`config.mk`:
```
export PLATFORM = sky130hd
export DESIGN_NAME = lte_trig_engine
export DESIGN_NICKNAME = d
export VERILOG_FILES = /design/src/core/lte_pkg.sv /design/src/core/lte_trig_unit.sv /design/src/core/lte_trig_engine.sv
export SDC_FILE = /design/constraint.sdc
export NUM_CORES = 1
export LEC_CHECK = 0
export ABC_AREA = 1
export ABC_CLOCK_PERIOD_IN_PS = 4400
export CORE_ASPECT_RATIO = 1.1
export CORE_MARGIN = 8
export CORE_UTILIZATION = 50
export DETAILED_ROUTE_END_ITERATION = 10
export DONT_BUFFER_PORTS = 1
export GPL_TIMING_DRIVEN = 0
export PLACE_DENSITY = 0.77
export REMOVE_ABC_BUFFERS = 1
export SETUP_SLACK_MARGIN = 0.02
export SKIP_LAST_GASP = 1
export SLEW_MARGIN = 25
export SYNTH_ARGS = -nofsm -noshare
export SYNTH_HDL_FRONTEND = slang
export SYNTH_SLANG_ARGS = --single-unit
```
`constraint.sdc`:
```
create_clock -name ref_clk -period 4.4 [get_ports ref_clk]
set_input_delay 0.22 -clock ref_clk [delete_from_list [all_inputs] [get_ports ref_clk]]
set_output_delay 0.22 -clock ref_clk [all_outputs]
set_load 0.1 [all_outputs]
```
`src/core/lte_pkg.sv`:
```
// Shared constants for the logic analyzer trigger engine
package lte_pkg;
   // Build-time sizes, fixed for this core
   localparam int NUM_UNITS = 4; // Trigger units in the core
   localparam int UNIT_W = 8; // Signals per trigger unit
   localparam int NUM_EXPR = 2; // Trigger expression slots
   localparam int MAX_SEQ = 4; // Sequence depth, one of 1,2,4,8,16
   localparam int SEQ_W = 2; // Bits to index a sequence step
   localparam int EVT_W = 16; // Event counter, max count 65535
   localparam int FIN_W = 17; // Final count register width
   localparam int TRACE_W = 32; // Trace signals served by this core
   localparam int NUM_CORES = 1; // Cores in the design
   localparam logic FINAL_CNT_EN = 1'b1; // Final trigger counter built in
   localparam logic [16:0] FINAL_CAP = 17'h00400; // Final counter capacity
   localparam logic TRIG_POL = 1'b1; // Trigger out active level
   localparam logic [31:0] SIGNATURE = 32'h1234abcd; // Arbitrary build signature
   // Register byte offsets
   localparam logic [7:0] REG_CTRL = 8'h00;
   localparam logic [7:0] REG_EXPR_EN = 8'h04;
   localparam logic [7:0] REG_FINAL = 8'h08;
   localparam logic [7:0] REG_PULSE = 8'h0c;
   localparam logic [7:0] REG_STATUS = 8'h10;
   localparam logic [7:0] REG_SIG = 8'h14;
   localparam logic [7:0] REG_SEQLEN = 8'h18;
   localparam logic [1:0] PAGE_STEP = 2'h1; // paddr[7:6] of step words
   localparam logic [1:0] PAGE_UNIT = 2'h2; // paddr[7:6] of unit words
   // Field positions
   localparam int CTRL_ARM = 0;
   localparam int CTRL_TOEN = 1;
   localparam int STEP_MASK = 0; // Unit select, NUM_UNITS bits
   localparam int STEP_OP = 4; // Combine operator, 2 bits
   localparam int STEP_INV = 6; // Invert combined condition
   localparam int STEP_MODE = 7; // Step mode, 2 bits
   localparam int STEP_CNT = 16; // Count target, EVT_W bits
   localparam int UOP_SERLEN = 8; // Serial pattern length, 4 bits
   // Reset values
   localparam logic [16:0] RST_FINAL = 17'h00001;
   localparam logic [15:0] RST_PULSE = 16'h0000;
   localparam logic [7:0] RST_SEQLEN = 8'h11;
   localparam logic [1:0] RST_EXPR_EN = 2'h3;
   // Unit comparator codes
   localparam logic [3:0] UOP_EQ = 4'h0;
   localparam logic [3:0] UOP_NE = 4'h1;
   localparam logic [3:0] UOP_GT = 4'h2;
   localparam logic [3:0] UOP_GE = 4'h3;
   localparam logic [3:0] UOP_LT = 4'h4;
   localparam logic [3:0] UOP_LE = 4'h5;
   localparam logic [3:0] UOP_RISE = 4'h6;
   localparam logic [3:0] UOP_FALL = 4'h7;
   localparam logic [3:0] UOP_SER = 4'h8;
   // Combine operators and step modes
   localparam logic [1:0] CMB_AND = 2'h0;
   localparam logic [1:0] CMB_OR = 2'h1;
   localparam logic [1:0] CMB_XOR = 2'h2;
   localparam logic [1:0] MODE_THEN = 2'h0;
   localparam logic [1:0] MODE_NEXT = 2'h1;
   localparam logic [1:0] MODE_CNT = 2'h2;
   localparam logic [1:0] MODE_CONSEC = 2'h3;
endpackage

```
`src/core/lte_trig_unit.sv`:
```
// One trigger unit: compares a signal group against a value
`timescale 1ns/1ps
`default_nettype none
module lte_trig_unit (
   input wire logic ref_clk, // Sample clock
   input wire logic nrst, // Async reset, active low
   input wire logic sampleEn, // Sample enable
   input wire logic [lte_pkg::UNIT_W-1:0] sig, // Probed signals
   input wire logic [lte_pkg::UNIT_W-1:0] value, // Compare value
   input wire logic [3:0] op, // Comparator code
   input wire logic [3:0] serLen, // Serial pattern length
   output logic hit // Condition true this sample
);
   logic [lte_pkg::UNIT_W-1:0] prev_r; // Last sampled value
   logic [lte_pkg::UNIT_W-1:0] hist_r; // Serial bit history
   logic [lte_pkg::UNIT_W-1:0] histNow; // History with current bit
   logic [lte_pkg::UNIT_W-1:0] lenMask; // Pattern bits in use

   // History keeps newest bit at index 0
   assign histNow = {hist_r[lte_pkg::UNIT_W-2:0], sig[0]};
   assign lenMask = ~({lte_pkg::UNIT_W{1'b1}} << serLen);

   // Past samples, held while sampling is paused
   always_ff @(posedge ref_clk or negedge nrst) begin
      if (!nrst) begin
         prev_r <= '0;
         hist_r <= '0;
      end else if (sampleEn) begin
         prev_r <= sig;
         hist_r <= histNow;
      end
   end

   // Comparator select
   always_comb begin
      case (op)
         lte_pkg::UOP_EQ: hit = (sig == value);
         lte_pkg::UOP_NE: hit = (sig != value);
         lte_pkg::UOP_GT: hit = (sig > value);
         lte_pkg::UOP_GE: hit = (sig >= value);
         lte_pkg::UOP_LT: hit = (sig < value);
         lte_pkg::UOP_LE: hit = (sig <= value);
         // Edge on any bit selected by the value
         lte_pkg::UOP_RISE: hit = |(sig & ~prev_r & value);
         lte_pkg::UOP_FALL: hit = |(~sig & prev_r & value);
         // Oldest bit matches the top pattern bit, first bit first
         lte_pkg::UOP_SER: hit = (((histNow ^ value) & lenMask) == '0);
         default: hit = 1'b0;
      endcase
   end
endmodule
`default_nettype wire

```
`src/core/lte_trig_engine.sv`:
```
// Trigger engine top: units, sequenced expressions, final trigger, APB
//
// Behaviour
// - consecutive count restarts on any false cycle
// - count term needs target hits before advancing
// - sequence depth fixed at build, max 16
// - event counter sized at build, up to 65535
// - optional final counter, capacity 2 to 65536
// - without final counter, fire on first occurrence
// - final count reload refused above capacity
// - trigger out driven at build polarity
// - trigger out held minimum sample cycles
// - disabled expressions never reach final trigger
// - units and operators reprogrammable at run time
// - one to 512 trace signals per core
// - up to 4096 trigger inputs, 256 per unit
// - one to 16 units and expressions
// - single sample clock and sample enable
// - one to 15 cores per design
// - used steps clamped to built depth
// - build signature readable by host
// - next step must follow immediately
// - serial compare matches pattern bit by bit
// - wait step holds until condition true
//
// Design decisions made here: the placing of the registers and register access over APB.
`timescale 1ns/1ps
`default_nettype none
module lte_trig_engine (
   input wire logic ref_clk, // Sample clock, 200 MHz
   input wire logic nrst, // Async reset, active low
   input wire logic sampleEn, // Sample enable from user design
   input wire logic [lte_pkg::NUM_UNITS*lte_pkg::UNIT_W-1:0] trigIn, // Probes
   input wire logic psel, // APB select
   input wire logic penable, // APB access phase
   input wire logic pwrite, // APB direction
   input wire logic [7:0] paddr, // APB byte address
   input wire logic [31:0] pwdata, // APB write data
   output logic [31:0] prdata, // APB read data
   output logic pready, // APB ready
   output logic pslverr, // APB error
   output logic trigOut // Trigger out net
);
   localparam int NSTEP = lte_pkg::NUM_EXPR * lte_pkg::MAX_SEQ; // Step words

   // Software state
   logic arm_r; // Trigger engine armed
   logic toEn_r; // Trigger out enabled
   logic [lte_pkg::NUM_EXPR-1:0] exprEn_r; // Expression enables
   logic [16:0] finalCount_r; // Final trigger count
   logic [15:0] minPulse_r; // Minimum pulse in samples
   logic [7:0] seqLen_r; // Used steps, one nibble per expression
   logic [31:0] stepCfg_r [NSTEP]; // Step configuration words
   logic [lte_pkg::UNIT_W-1:0] unitVal_r [lte_pkg::NUM_UNITS]; // Values
   logic [11:0] unitOp_r [lte_pkg::NUM_UNITS]; // Comparator and length
   // Engine state
   logic [lte_pkg::NUM_UNITS-1:0] unitHit; // Unit conditions
   logic [lte_pkg::SEQ_W-1:0] step_r [lte_pkg::NUM_EXPR]; // Current step
   logic [lte_pkg::EVT_W-1:0] evt_r [lte_pkg::NUM_EXPR]; // Event counters
   logic [lte_pkg::NUM_EXPR-1:0] exprHit; // Expression completes
   logic [lte_pkg::NUM_EXPR-1:0] stepCond; // Current step condition
   logic [16:0] finCnt_r; // Occurrences of combined output
   logic combined; // Any enabled expression completes
   logic fire; // Final trigger event
   logic triggered_r; // Final trigger seen since arming
   logic trigAct_r; // Trigger pulse active, set on fire even while toEn_r is low
   logic [15:0] hold_r; // Remaining pulse samples
   // Bus
   logic setup; // APB setup cycle
   logic wrEn; // Write commits this edge
   logic [31:0] rdData; // Read mux
   logic rdErr; // Error for the current request
   logic armSet; // Software arms this edge

   // Trigger units, one per signal group
   generate
      for (genvar u = 0; u < lte_pkg::NUM_UNITS; u++) begin : g_unit
         lte_trig_unit unit_i (
            .ref_clk(ref_clk),
            .nrst(nrst),
            .sampleEn(sampleEn),
            .sig(trigIn[u*lte_pkg::UNIT_W +: lte_pkg::UNIT_W]),
            .value(unitVal_r[u]),
            .op(unitOp_r[u][3:0]),
            .serLen(unitOp_r[u][lte_pkg::UOP_SERLEN +: 4]),
            .hit(unitHit[u])
         );
      end
   endgenerate

   // Sequence engine, one per expression slot
   generate
      for (genvar e = 0; e < lte_pkg::NUM_EXPR; e++) begin : g_expr
         localparam int BASE = e * lte_pkg::MAX_SEQ; // First step word
         logic [31:0] cfg; // Active step word
         logic [lte_pkg::NUM_UNITS-1:0] mask; // Units used by the step
         logic [1:0] mode; // Step mode
         logic [2:0] len; // Programmed step count
         logic [lte_pkg::SEQ_W-1:0] last; // Final used step
         logic raw; // Combined unit condition
         logic reached; // Count target met this sample
         logic adv; // Step satisfied, move on

         assign cfg = stepCfg_r[BASE + int'(step_r[e])];
         assign mask = cfg[lte_pkg::STEP_MASK +: lte_pkg::NUM_UNITS];
         assign mode = cfg[lte_pkg::STEP_MODE +: 2];
         assign len = seqLen_r[4*e +: 3];

         // Steps beyond the built depth are never entered
         always_comb begin
            if (len == 3'h0) begin
               last = '0;
            end else if (int'(len) > lte_pkg::MAX_SEQ) begin
               last = lte_pkg::SEQ_W'(lte_pkg::MAX_SEQ - 1);
            end else begin
               last = lte_pkg::SEQ_W'(len - 3'h1);
            end
         end

         // Operators between units come from the step word
         always_comb begin
            case (cfg[lte_pkg::STEP_OP +: 2])
               lte_pkg::CMB_AND: raw = &(unitHit | ~mask);
               lte_pkg::CMB_OR: raw = |(unitHit & mask);
               lte_pkg::CMB_XOR: raw = ^(unitHit & mask);
               default: raw = 1'b0;
            endcase
         end
         assign stepCond[e] = raw ^ cfg[lte_pkg::STEP_INV];

         // Target 0 behaves as 1
         assign reached = ({1'b0, evt_r[e]} + 17'h1)
            >= {1'b0, cfg[lte_pkg::STEP_CNT +: lte_pkg::EVT_W]};
         assign adv = arm_r && sampleEn && stepCond[e]
            && (mode == lte_pkg::MODE_THEN || mode == lte_pkg::MODE_NEXT || reached);
         assign exprHit[e] = adv && (step_r[e] == last);

         // Step and counter advance only on enabled samples
         always_ff @(posedge ref_clk or negedge nrst) begin
            if (!nrst) begin
               step_r[e] <= '0;
               evt_r[e] <= '0;
            end else if (!arm_r) begin
               step_r[e] <= '0;
               evt_r[e] <= '0;
            end else if (sampleEn) begin
               if (adv) begin
                  step_r[e] <= (step_r[e] == last) ? '0 : step_r[e] + 1'b1;
                  evt_r[e] <= '0;
               end else if (stepCond[e]) begin
                  evt_r[e] <= evt_r[e] + 1'b1;
               end else if (mode == lte_pkg::MODE_NEXT && step_r[e] != '0) begin
                  step_r[e] <= '0;
               end else if (mode == lte_pkg::MODE_CONSEC) begin
                  evt_r[e] <= '0;
               end
            end
         end

      end
   endgenerate

   // Only enabled expressions feed the final trigger
   assign combined = |(exprHit & exprEn_r);
   // Without the counter the first occurrence fires
   assign fire = !triggered_r && combined
      && (!lte_pkg::FINAL_CNT_EN || finCnt_r + 17'h1 >= finalCount_r);

   // Final occurrence counter and sticky triggered flag
   always_ff @(posedge ref_clk or negedge nrst) begin
      if (!nrst) begin
         finCnt_r <= '0;
         triggered_r <= 1'b0;
      end else if (fire) begin
         // Set wins over a re-arm in the same cycle
         finCnt_r <= '0;
         triggered_r <= 1'b1;
      end else if (armSet || !arm_r) begin
         finCnt_r <= '0;
         triggered_r <= armSet ? 1'b0 : triggered_r;
      end else if (combined && !triggered_r) begin
         finCnt_r <= finCnt_r + 17'h1;
      end
   end

   // Trigger out pulse stretched to the minimum width
   always_ff @(posedge ref_clk or negedge nrst) begin
      if (!nrst) begin
         trigAct_r <= 1'b0;
         hold_r <= '0;
         trigOut <= ~lte_pkg::TRIG_POL;
      end else if (fire) begin
         trigAct_r <= 1'b1;
         hold_r <= minPulse_r;
         trigOut <= toEn_r ? lte_pkg::TRIG_POL : ~lte_pkg::TRIG_POL;
      end else if (trigAct_r && sampleEn) begin
         // Width counts sample cycles, so pauses stretch it
         if (hold_r <= 16'h0001) begin
            trigAct_r <= 1'b0;
            trigOut <= ~lte_pkg::TRIG_POL;
         end else begin
            hold_r <= hold_r - 16'h0001;
         end
      end else if (!trigAct_r || !toEn_r) begin
         trigOut <= ~lte_pkg::TRIG_POL;
      end
   end

   // APB handshake: one wait-free access phase
   assign setup = psel && !penable;
   assign wrEn = psel && penable && pready && pwrite && !pslverr;
   assign armSet = wrEn && paddr == lte_pkg::REG_CTRL && pwdata[lte_pkg::CTRL_ARM];

   // Read data and error decided in the setup cycle
   always_comb begin
      rdData = 32'h00000000;
      rdErr = 1'b0;
      if (paddr[7:6] == lte_pkg::PAGE_STEP) begin
         if (int'(paddr[5:2]) < NSTEP) begin
            rdData = stepCfg_r[paddr[4:2]];
         end else begin
            rdErr = 1'b1;
         end
      end else if (paddr[7:6] == lte_pkg::PAGE_UNIT) begin
         if (int'(paddr[5:3]) >= lte_pkg::NUM_UNITS) begin
            rdErr = 1'b1;
         end else if (paddr[2]) begin
            rdData = {20'h00000, unitOp_r[paddr[4:3]]};
         end else begin
            rdData = {24'h000000, unitVal_r[paddr[4:3]]};
         end
      end else begin
         case (paddr)
            lte_pkg::REG_CTRL: rdData = {30'h00000000, toEn_r, arm_r};
            lte_pkg::REG_EXPR_EN: rdData = {30'h00000000, exprEn_r};
            lte_pkg::REG_FINAL: rdData = {15'h0000, finalCount_r};
            lte_pkg::REG_PULSE: rdData = {16'h0000, minPulse_r};
            lte_pkg::REG_STATUS: rdData = {16'h0000, 4'h0, step_r[1], step_r[0],
               5'h00, trigAct_r, triggered_r, arm_r};
            lte_pkg::REG_SIG: rdData = lte_pkg::SIGNATURE;
            lte_pkg::REG_SEQLEN: rdData = {24'h000000, seqLen_r};
            default: rdErr = 1'b1;
         endcase
      end
      // Refused writes: oversize final count, enables while armed
      if (pwrite && paddr == lte_pkg::REG_FINAL && pwdata[16:0] > lte_pkg::FINAL_CAP) begin
         rdErr = 1'b1;
      end
      if (pwrite && paddr == lte_pkg::REG_EXPR_EN && arm_r) begin
         rdErr = 1'b1;
      end
   end

   // Bus answer flops
   always_ff @(posedge ref_clk or negedge nrst) begin
      if (!nrst) begin
         pready <= 1'b0;
         pslverr <= 1'b0;
         prdata <= 32'h00000000;
      end else begin
         pready <= setup;
         pslverr <= setup && rdErr;
         prdata <= (setup && !pwrite) ? rdData : 32'h00000000;
      end
   end

   // Control registers
   always_ff @(posedge ref_clk or negedge nrst) begin
      if (!nrst) begin
         arm_r <= 1'b0;
         toEn_r <= 1'b0;
         exprEn_r <= lte_pkg::RST_EXPR_EN;
         finalCount_r <= lte_pkg::RST_FINAL;
         minPulse_r <= lte_pkg::RST_PULSE;
         seqLen_r <= lte_pkg::RST_SEQLEN;
      end else if (wrEn) begin
         case (paddr)
            lte_pkg::REG_CTRL: begin
               arm_r <= pwdata[lte_pkg::CTRL_ARM];
               toEn_r <= pwdata[lte_pkg::CTRL_TOEN];
            end
            lte_pkg::REG_EXPR_EN: exprEn_r <= pwdata[lte_pkg::NUM_EXPR-1:0];
            lte_pkg::REG_FINAL: finalCount_r <= pwdata[16:0];
            lte_pkg::REG_PULSE: minPulse_r <= pwdata[15:0];
            lte_pkg::REG_SEQLEN: seqLen_r <= pwdata[7:0];
            default: ;
         endcase
      end
   end

   // Step and unit configuration tables
   always_ff @(posedge ref_clk or negedge nrst) begin
      if (!nrst) begin
         for (int i = 0; i < NSTEP; i++) begin
            stepCfg_r[i] <= 32'h00000000;
         end
         for (int i = 0; i < lte_pkg::NUM_UNITS; i++) begin
            unitVal_r[i] <= '0;
            unitOp_r[i] <= 12'h000;
         end
      end else if (wrEn && paddr[7:6] == lte_pkg::PAGE_STEP) begin
         stepCfg_r[paddr[4:2]] <= pwdata;
      end else if (wrEn && paddr[7:6] == lte_pkg::PAGE_UNIT) begin
         if (paddr[2]) begin
            unitOp_r[paddr[4:3]] <= pwdata[11:0];
         end else begin
            unitVal_r[paddr[4:3]] <= pwdata[lte_pkg::UNIT_W-1:0];
         end
      end
   end
endmodule
`default_nettype wire

```
# Word-level counts from Yosys, hierarchy flattened
# Cells that the tools add are included.
# word_totals
wordCells	392
inputBits	78
regBits	547
out_inout_bits	35
# op_classes
order_cmp	31
eq_ne	69
n_bitwise	51
shift	4
addsub	11
reduce_logical	96
n_mux	88
# ops
operator	count
$mux W32	11
$bmux W32 S3	3
$bwmux W256	1
$mux W16	15
$pmux W29 S7	1
$and A8 B8 Y8	20
$demux W32 S3	1
$not A8 Y8	12
$eq A4 B3 Y1 const B	16
$ge A32 B4 Y1 const B	2
$reduce_or A8 Y1	8
$mux W12	5
$mux W17	3
$bwmux W48	1
$logic_not A8 Y1	5
$pmux W1 S9	4
$add A16 B1 Y17 const B	2
$ge A17 B16 Y1	2
$add A16 B1 Y16 const B	2
$bwmux W32	1
$eq A4 B2 Y1 const B	8
$eq A8 B8 Y1	4
$ge A8 B8 Y1	4
$gt A8 B8 Y1	4
65 further kinds	215

# Longest topological paths before layout
# Gate-level depths: netlist of run 1.
# logic_depth
ltp_word	19
ltp_mapped	30
ltp_nobuf	30

# By module
# Synthesis of run 1 repeated with hierarchy kept, for this count alone.
# hier_totals
cells_unflattened	3838
hier_area_um2	29981.3
# modules_own_cells
module	cells_each	area_per_inst_um2	seq_area_each_um2	instances
lte_trig_engine	3054	25056.5	12192.9	1
lte_trig_unit	196	1231.2	350.3	4

# Least setup slack after synthesis of run 1
# Ideal clock, no wire load.
# synth_timing
path_type	reg-to-reg
start	register step_r[2] (netlist bit)
end	register hold_r[7]
path_slack_ns	0.996
t_arrival_ns	3.287
period_less_slack_ns	3.404
t_required_ns	4.283
stages_incl_launch_ff	23
n_path_buf	4
path_cell_list	dfrtp_1 inv_2 buf_2 clkbuf_1 clkbuf_1 nand2_1 a32o_1 ha_1 nand2_1 o21a_1 nor2_1 nor2_1 nor2_1 nor2_2 nand4_2 nand2_1 inv_1 nand4_2 nand2_4 nand3_4 buf_6 o21ai_1 inv_1
# synth_between
elab_chain_len	18
elab_cells_between_ends	32
cone_classes	order compare (1); eq/ne (5); mux (5); bitwise (6); reduce/logical (15)
# synth_rtl
item	line_no	rtl
from (decl)	lte_trig_engine.sv:58	logic [lte_pkg::SEQ_W-1:0] step_r [lte_pkg::NUM_EXPR];
from (signal, indexed assignment)	lte_trig_engine.sv:148	step_r[e] <= (step_r[e] == last) ? '0 : step_r[e] + 1'b1;
branches (longest 11 deep; another with $ge A17 B16 Y1)	-	
$logic_and A1 B1 Y1 *	lte_trig_engine.sv:136	assign exprHit[e] = adv && (step_r[e] == last);
$and A2 B2 Y2 *	lte_trig_engine.sv:164	assign combined = |(exprHit & exprEn_r);
$reduce_or A2 Y1 *	lte_trig_engine.sv:164	
$logic_and A1 B1 Y1 *	lte_trig_engine.sv:166	assign fire = !triggered_r && combined
$logic_and A1 B1 Y1 *	lte_trig_engine.sv:167	&& (!lte_pkg::FINAL_CNT_EN || finCnt_r + 17'h1 >= finalCount_r);
$ne A2 B2 Y1 (no line) or $reduce_bool A2 Y1 (tied branches)	-	
$reduce_and A2 Y1 (no line)	-	
to (signal assigned)	lte_trig_engine.sv:194	hold_r <= minPulse_r;
to (signal assigned)	lte_trig_engine.sv:202	hold_r <= hold_r - 16'h0001;
to (decl)	lte_trig_engine.sv:67	logic [15:0] hold_r;
# Mark *: on every way between the ends. The select of a mux whose other input is x is not followed.
# A chain may end at the register's enable or synchronous reset.

# Final worst setup path of run 1
# layout_timing
start	register evt_r[18] (netlist bit)
end	register hold_r[15]
# layout_between
elab_chain_len	11
elab_cells_between_ends	13
cone_classes	add/sub (1); order compare (1); eq/ne (1); mux (1); bitwise (1); reduce/logical (8)
# layout_rtl
item	line_no	rtl
from (decl)	lte_trig_engine.sv:59	logic [lte_pkg::EVT_W-1:0] evt_r [lte_pkg::NUM_EXPR];
from (signal, indexed assignment)	lte_trig_engine.sv:151	evt_r[e] <= evt_r[e] + 1'b1;
$add A16 B1 Y17 *	lte_trig_engine.sv:132	assign reached = ({1'b0, evt_r[e]} + 17'h1)
$ge A17 B16 Y1 *	lte_trig_engine.sv:133	>= {1'b0, cfg[lte_pkg::STEP_CNT +: lte_pkg::EVT_W]};
$logic_or A1 B1 Y1 *	lte_trig_engine.sv:135	&& (mode == lte_pkg::MODE_THEN || mode == lte_pkg::MODE_NEXT || reached);
$logic_and A1 B1 Y1 *	lte_trig_engine.sv:135	
$logic_and A1 B1 Y1 *	lte_trig_engine.sv:136	
$and A2 B2 Y2 *	lte_trig_engine.sv:164	
$reduce_or A2 Y1 *	lte_trig_engine.sv:164	
$logic_and A1 B1 Y1 *	lte_trig_engine.sv:166	
$logic_and A1 B1 Y1 *	lte_trig_engine.sv:167	
$ne A2 B2 Y1 (no line) or $reduce_bool A2 Y1 (tied branches)	-	
$reduce_and A2 Y1 (no line)	-	
# Mark *: on every way between the ends. The rest lies on a longest branch, timed or not.

==> impl_metrics.py, run 1 <==
metrics = {
    "outcome": {
        "status": "finished, violations left",
        "failed_checks": "negative hold slack, max-slew violations",
    },
    "routing": {
        "antenna_left": 0,
        "vias": 27200,
        "route.detailed.drc": 0,
        "routed_wirelength_um": 89800,
        "wire_per_inst_um": 19.5,
        "via_per_inst": 5.91,
        "drt_iter0_drc": 3386,
        "dr.pass1.iters": 6,
    },
    "clocking": {
        "cts_num_sinks": 543,
        "cts_buffers": 58,
        "cts_buffer_depth": 3,
        "clockRootBuffer": "clkbuf_16",
        "path_clk_slew_ns": 0.07,
        "postCtsHoldBufs": 71,
        "htreeDepth": 2,
        "tritoncts": "yes",
        "clock_latency_ns": 0.65,
    },
    "place": {
        "port_buffers": 0,
        "gpl.final_weighted_congestion": 0.966,
        "place_inst": 4415,
        "dp_slack_ns": 0.00913,
        "post-dp-hpwl_um": 56700,
        "dpl_cell_area_um2": 30500,
    },
    "die": {
        "io_pins": 113,
        "core_area_um2": 59400,
        "die_height_um": 272,
        "die_x_um": 249,
        "rows": 94,
        "die-area_um2": 67700,
        "initial_core_util": 0.502,
    },
    "cells_and_area": {
        "fin_area_um2": 33300,
        "synthToLayoutAreaGrowth_pct": 11.9,
        "fin_nets": 3955,
        "instances_no_fill": 4601,
        "drive_above_1_share": 0.0600,
    },
    "sta": {
        "worst_slack_ns": 0.285,
        "finalSetupViolations": 0,
        "finalHoldViolations": 538,
        "hold-worst-slack_ns": -0.624,
        "min_period_over_period": 0.935,
        "finalClockSkew_ns": 0.0546,
        "max_clock_freq_mhz": 243,
        "rsz0062_at_grt": "yes",
        "slew_viol_final": 435,
        "relSlewSlack": -0.615,
        "min_period_ns": 4.11,
        "tightestPinTransition_ns": 2.42,
    },
    "critical_path": {
        "slowest_stage": "dfrtp_1",
        "cp_max_fo": 13,
        "crit_buf_inv": 3,
        "end_kind": "register",
        "critical-path-top-delay-family": "simple AND/OR/NAND/NOR gates",
        "arrival_ns": 4.65,
        "path_cells": "nand3_1 -> nor3_1 -> inv_1 -> nor3_1 -> nand2_1 -> nor2_1 -> nand4_1 -> nor2_1 -> xor2_1 -> ha_1 -> nand4_1 -> nor4_1 -> nand2_1 -> nand4_2 -> nand2_1 -> inv_1 -> nand4_2 -> nand2_4 -> nand3_2 -> o21ai_1 -> inv_1",
        "critPathKind": "reg2reg",
        "cp-start-kind": "register",
        "cp.required_ns": 4.94,
        "slowest_delay_ns": 0.42,
    },
    "pwr": {
        "finalPower_uw": 13100,
        "peakVddDrop_uv": 404,
        "p_leak_uw": 0.0156,
        "power.density_nw_per_um2": 392,
    },
    "grt": {
        "grt_max_degree": 544,
        "met3_usage": 0.0459,
        "grt_pass1_wl_um": 142000,
        "grt_util_all_layers": 0.258,
        "grt_pass1_vias": 25800,
        "antenna_found_initial": 1,
        "grt-busiest-layer": "met2",
        "grt_overflow": 0,
        "use_met1": 0.343,
        "globalRouteMet2Util": 0.417,
    },
    "synthesis": {
        "ys_types": 71,
        "ys.flop_type": "dfrtp_1",
        "synth.avg_cell_area_um2": 7.82,
        "yosysWarnings": 0,
        "synth_cells": 3813,
        "yosysSeqAreaShare": 0.456,
        "yosys_register_bits": 543,
        "synth_edf_count": 0,
        "synth_area_um2": 29800,
        "async_reset_ff_frac": 1.00,
    },
    "flow_run": {
        "maxCapViolCount": 0,
    },
    "worst_hold_path": {
        "min_path_type": "in2async",
    },
}
through the flow:
stage / util / TNS, ns / hold WS, ns
detailed placement: 0.514 / 0 / -0.0113
global placement: 0.505 / -361.32 / -0.00902
floorplan: - / 0 / -0.0756
CTS: 0.561 / 0 / -0.684
finish: 0.561 / 0 / -0.624
global route: 0.561 / -0.272 / -0.665
per-layer routing:
metal  vias to the layer above  wire (µm)
li1                      12700          -
met4                         0       3870
met3                       248       7890
met5                         -          0
met1                     13000      36800
met2                      1308      41200
cells in the final DEF (no fill, tap or decap), drive strengths merged, types with 7 or more instances in the layout:
master and n:
buf 24, a221oi 11, nand3b 16, a22oi 108, o2111ai 11, clkbuf 80, o21a 15, nor4 8
o22ai 32, a211oi 7, nand3 145, o21ai 531, a21oi 145, dlygate4sd3 70, ha 94, a22o 11
xor2 40, clkinv 25, nor2 204, nand4 42, xnor2 20, dfrtp 538, nand2 1156, inv 340
nor3 65, a32o 34
cell usage after synthesis, types with 11 or more instances:
cell,number,area [µm²]
nand2_1,1135,4260
dfrtp_1,538,13500
o21ai_0,502,2510
inv_1,326,1220
nor2_1,195,732
clkbuf_1,152,571
a21oi_1,144,721
nand3_1,137,686
a22oi_1,108,811
ha_1,94,1180
nor3_1,59,295
xor2_1,40,350
nand4_1,38,238
a32o_1,34,340
o22ai_1,29,181
o21ai_1,20,100
xnor2_1,20,175
nand2_2,17,106
nand3b_1,16,120
o21a_1,15,113
buf_1,12,45.0
buf_2,12,60.1
a221oi_1,11,96.3
a22o_1,11,96.3
inv_2,11,41.3
o2111ai_1,11,96.3
flip-flops by register name, summed over array words and instances (netlist names):
name                  cells
stepCfg_r               256
unitOp_r                 48
evt_r                    32
prdata                   32
unitVal_r                32
g_unit.unit_i.prev_r     29
g_unit.unit_i.hist_r     27
finCnt_r                 17
finalCount_r             17
hold_r                   16
minPulse_r               16
seqLen_r                  8
step_r                    4
exprEn_r                  2
arm_r                     1
pready                    1
pslverr                   1
toEn_r                    1
trigAct_r                 1
trigOut                   1
triggered_r               1
final timing paths:
| path | to | slack [ns] | from | cells after the start |
|---|---|---|---|---|
| min in group ref_clk | prdata[20] | 0.04 | paddr[4] | 5 |
| min | stepCfg_r[24] | -0.62 | nrst | 0 |
| min reg2reg | finalCount_r[16] | 0.48 | finalCount_r[16] | 2 |
| max in group asynchronous | step_r[0] | 3.18 | nrst | 0 |
| max reg2reg | hold_r[15] | 0.29 | evt_r[18] | 21 |
| max | hold_r[15] | 0.29 | evt_r[18] | 21 |
layout make-up:
class                   instances  area, µm²
flip-flops and latches        543      13600
clock inverters                28        339
fillers                      5250      26100
well taps                     768        961
clock buffers                  80       1660
diodes                          2       5.00
inverters                     345       1320
repair buffers                 94       1210
multi-input cells            2741      14200
cells by family (layout without fill, tap and decap cells):
logic type      after synthesis  count (layout)  synth area share
flops                       543             543             0.456
xor+xnor                     60              60            0.0176
fa+ha+maj                    94              94            0.0395
compound gates              937             937             0.185
buf+inv                     531             547            0.0704
simple gates               1648            1650             0.231
other cells                   0               2                 0
report_power, final:
part / internal (µW) / leakage, µW / switching, µW / total [µW]
logic: 823 / 0.00720 / 1710 / 2540
registers: 5170 / 0.00743 / 251 / 5420
clock network: 3000 / 0.000993 / 2130 / 5130
timing repair:
| item | in CTS | in global routing |
|---|---|---|
| buffers inserted | 3 | 0 |
| endpoints found under the hold margin | 788 | 543 |
| gates cloned | 1 | 1 |
| gates resized for setup | 0 | 5 |
| pin swaps | 1 | 2 |
| endpoints found under the setup margin | 26 | 51 |
(Power assumes the default switching activity.)
==> run 2, diff against run 1 <==
--- a/config.mk
+++ b/config.mk
@@ -6,13 +6,14 @@
 export NUM_CORES = 1
 export LEC_CHECK = 0
 export ABC_AREA = 1
-export ABC_CLOCK_PERIOD_IN_PS = 4400
+export ABC_CLOCK_PERIOD_IN_PS = 4300
 export CORE_ASPECT_RATIO = 1.1
 export CORE_MARGIN = 8
 export CORE_UTILIZATION = 50
 export DETAILED_ROUTE_END_ITERATION = 10
 export DONT_BUFFER_PORTS = 1
 export GPL_TIMING_DRIVEN = 0
+export HOLD_SLACK_MARGIN = 0.12
 export PLACE_DENSITY = 0.77
 export REMOVE_ABC_BUFFERS = 1
 export SETUP_SLACK_MARGIN = 0.02
==> constraint.sdc (replaced) <==
create_clock -name ref_clk -period 4.3 [get_ports ref_clk]
set_input_delay 0.215 -clock ref_clk [delete_from_list [all_inputs] [get_ports ref_clk]]
set_output_delay 0.215 -clock ref_clk [all_outputs]
set_load 0.1 [all_outputs]
==> run 2 against run 1 <==
Compared with the run above:
- the run still ends with negative hold slack, max-slew violations left
- critical path depth rose by 2
- critical path type unchanged
- sequential power rose by 2%
- sequential cell count did not move
- first-iteration DRC count fell by 1.2%
- final cell count rose by 0.30%
- setup slack improved by 0.020 ns
- final area rose by 0.46%
- clock skew rose by 0.0026 ns
- wire length rose by 0.53%
==> impl_metrics.py, run 2 (synthesized netlist as in run 1, its figures left out) <==
metrics = {
    "outcome": {
        "status": "finished, violations left",
        "failed_checks": "negative hold slack, max-slew violations",
    },
    "die": {
        "rows": 94,
        "die_height_um": 272,
        "initial_core_util": 0.502,
        "die_x_um": 249,
        "die-area_um2": 67700,
        "io_pins": 113,
        "core_area_um2": 59400,
    },
    "critical_path": {
        "slowest_delay_ns": 0.42,
        "cp.required_ns": 4.85,
        "cp-start-kind": "register",
        "critical-path-top-delay-family": "simple AND/OR/NAND/NOR gates",
        "cp_max_fo": 16,
        "crit_top_cell": "nand2_1",
        "r2r-start": "unitVal_r[7]",
        "path_cells": "inv_1 -> ha_1 -> a21o_1 -> nor2_1 -> nand2_1 -> nand3_1 -> nand2_1 -> nor2_1 -> nand2_1 -> nand2_1 -> ha_1 -> xnor2_1 -> o31ai_1 -> inv_1 -> nand2_1 -> nand2_1 -> nand2_1 -> inv_2 -> nand2_1 -> nand2_1 -> inv_2 -> nand2_4 -> o21ai_0",
        "end_kind": "register",
        "critPathLaunch": "unitVal_r[7]",
        "slowest_stage": "dfrtp_1",
        "crit_buf_inv": 4,
        "arrival_ns": 4.54,
        "critPathKind": "reg2reg",
    },
    "sta": {
        "max_clock_freq_mhz": 250,
        "finalHoldViolations": 538,
        "finalClockSkew_ns": 0.0572,
        "relSlewSlack": -0.476,
        "min_period_ns": 3.99,
        "min_period_over_period": 0.929,
        "tightestPinTransition_ns": 2.21,
        "slew_viol_final": 461,
        "finalSetupViolations": 0,
        "worst_slack_ns": 0.306,
        "rsz0062_at_grt": "yes",
        "hold-worst-slack_ns": -0.629,
    },
    "cells_and_area": {
        "layout_commonest_cell": "nand2_1",
        "multi_input_area_um2": 14300,
        "fin_nets": 3967,
        "largest_register_ffs": 256,
        "top_regs": "stepCfg_r: 256 flops, unitOp_r: 48 flops",
        "regMostFlops": "stepCfg_r",
        "fill_cells": 5230,
        "regArea_um2": 13600,
        "drive_above_1_share": 0.0619,
        "fin_area_um2": 33500,
        "synthToLayoutAreaGrowth_pct": 12.4,
        "layout_common_cells": "nand2_1 (1127), dfrtp_1 (536), o21ai_0 (502)",
    },
    "grt": {
        "grt_max_degree": 544,
        "grt_pass1_vias": 25800,
        "antenna_found_initial": 3,
        "grt_util_all_layers": 0.259,
        "grt_pass1_wl_um": 142000,
        "grt_overflow": 0,
    },
    "place": {
        "port_buffers": 0,
        "dp_slack_ns": -0.0909,
        "gpl.final_weighted_congestion": 0.966,
        "post-dp-hpwl_um": 56700,
        "dpl_cell_area_um2": 30500,
    },
    "routing": {
        "via_per_inst": 5.90,
        "drt_iter0_drc": 3344,
        "route.detailed.drc": 0,
        "routed_wirelength_um": 90300,
        "dr.pass1.iters": 6,
        "wire_per_inst_um": 19.6,
        "antenna_left": 0,
        "vias": 27200,
    },
    "clocking": {
        "cts_buffers": 58,
        "htreeDepth": 2,
        "path_clk_slew_ns": 0.07,
        "cts_buffer_depth": 3,
        "clock_latency_ns": 0.65,
        "postCtsHoldBufs": 78,
        "cts_num_sinks": 543,
        "clockRootBuffer": "clkbuf_16",
        "tritoncts": "yes",
    },
    "pwr": {
        "p_leak_uw": 0.0157,
        "power.density_nw_per_um2": 400,
        "peakVddDrop_uv": 416,
    },
    "flow_run": {
        "maxCapViolCount": 0,
    },
    "worst_hold_path": {
        "min_path_type": "in2async",
    },
}
## run 2: cell types whose count changed in the layout (fill, tap and decap cells not counted), moves of 2 or more
cell and change:
dlygate4sd3_1 +7, buf_4 +2, nand3_4 +2, diode_2 +2
## run 2: what timing repair did
| item | in CTS | in global routing |
|---|---|---|
| pin swaps | 2 | 3 |
| setup buffers | 3 | 3 |
| gates resized for setup | 1 | 10 |
| gates cloned | 1 | 3 |
| endpoints found under the hold margin | 835 | 543 |
| setup endpoints to repair | 34 | 53 |
## run 2: through the flow
step | hold WS, ns | TNS [ns] | power, µW | std cells | utilization
final | -0.629 | 0 | 13400 | 4615 | 0.564
after global routing | -0.670 | 0 | 13900 | 4613 | 0.564
after CTS | -0.689 | 0 | 13400 | 4605 | 0.562
after detailed placement | -0.0163 | -2.03 | 8060 | 4415 | 0.514
after global placement | -0.0140 | -396.07 | 7930 | 4395 | 0.505
after floorplan | -0.0806 | 0 | 7200 | 3627 | -
## run 2: layout make-up
cell class                      instances  area share
Antenna cell                            4    0.000299
Clock buffer                           80      0.0497
Clock inverter                         28      0.0101
Inverter                              345      0.0393
Multi-Input combinational cell       2743       0.427
Sequential cell                       543       0.406
Tap cell                              768      0.0287
Timing Repair Buffer                  104      0.0388
## run 2: report_power, final
group          switching [µW]  internal [µW]
Sequential                254           5290
Combinational            1770            851
Clock                    2180           3070
Total                    4210           9210
## run 2: worst paths after layout
path	end	cells past startpoint	slack [ns]
max in group asynchronous	step_r[0]	0	3.21
min	stepCfg_r[24]	0	-0.63
min reg2reg	finalCount_r[16]	2	0.49
max reg2reg	evt_r[6]	23	0.31
min in group ref_clk	prdata[12]	7	0.18
max	evt_r[6]	23	0.31
## run 2: metal layers
| layer | track usage | wire length [µm] | vias to the layer above |
|---|---|---|---|
| li1 | - | - | 12700 |
| met1 | 0.344 | 36500 | 13000 |
| met2 | 0.418 | 41400 | 1333 |
| met3 | 0.0446 | 8450 | 242 |
| met4 | 0.107 | 3880 | 0 |
| met5 | 0 | 0 | - |
## run 2: worst register-to-register path, delay by kind of cell, from the launching register on
kind | cells | cell delay (ns)
xor+xnor | 1 | 0.13
buf+inv | 4 | 0.39
simple gates | 13 | 1.65
fa+ha+maj | 2 | 0.53
compound gates | 3 | 0.79
flops | 1 | 0.42
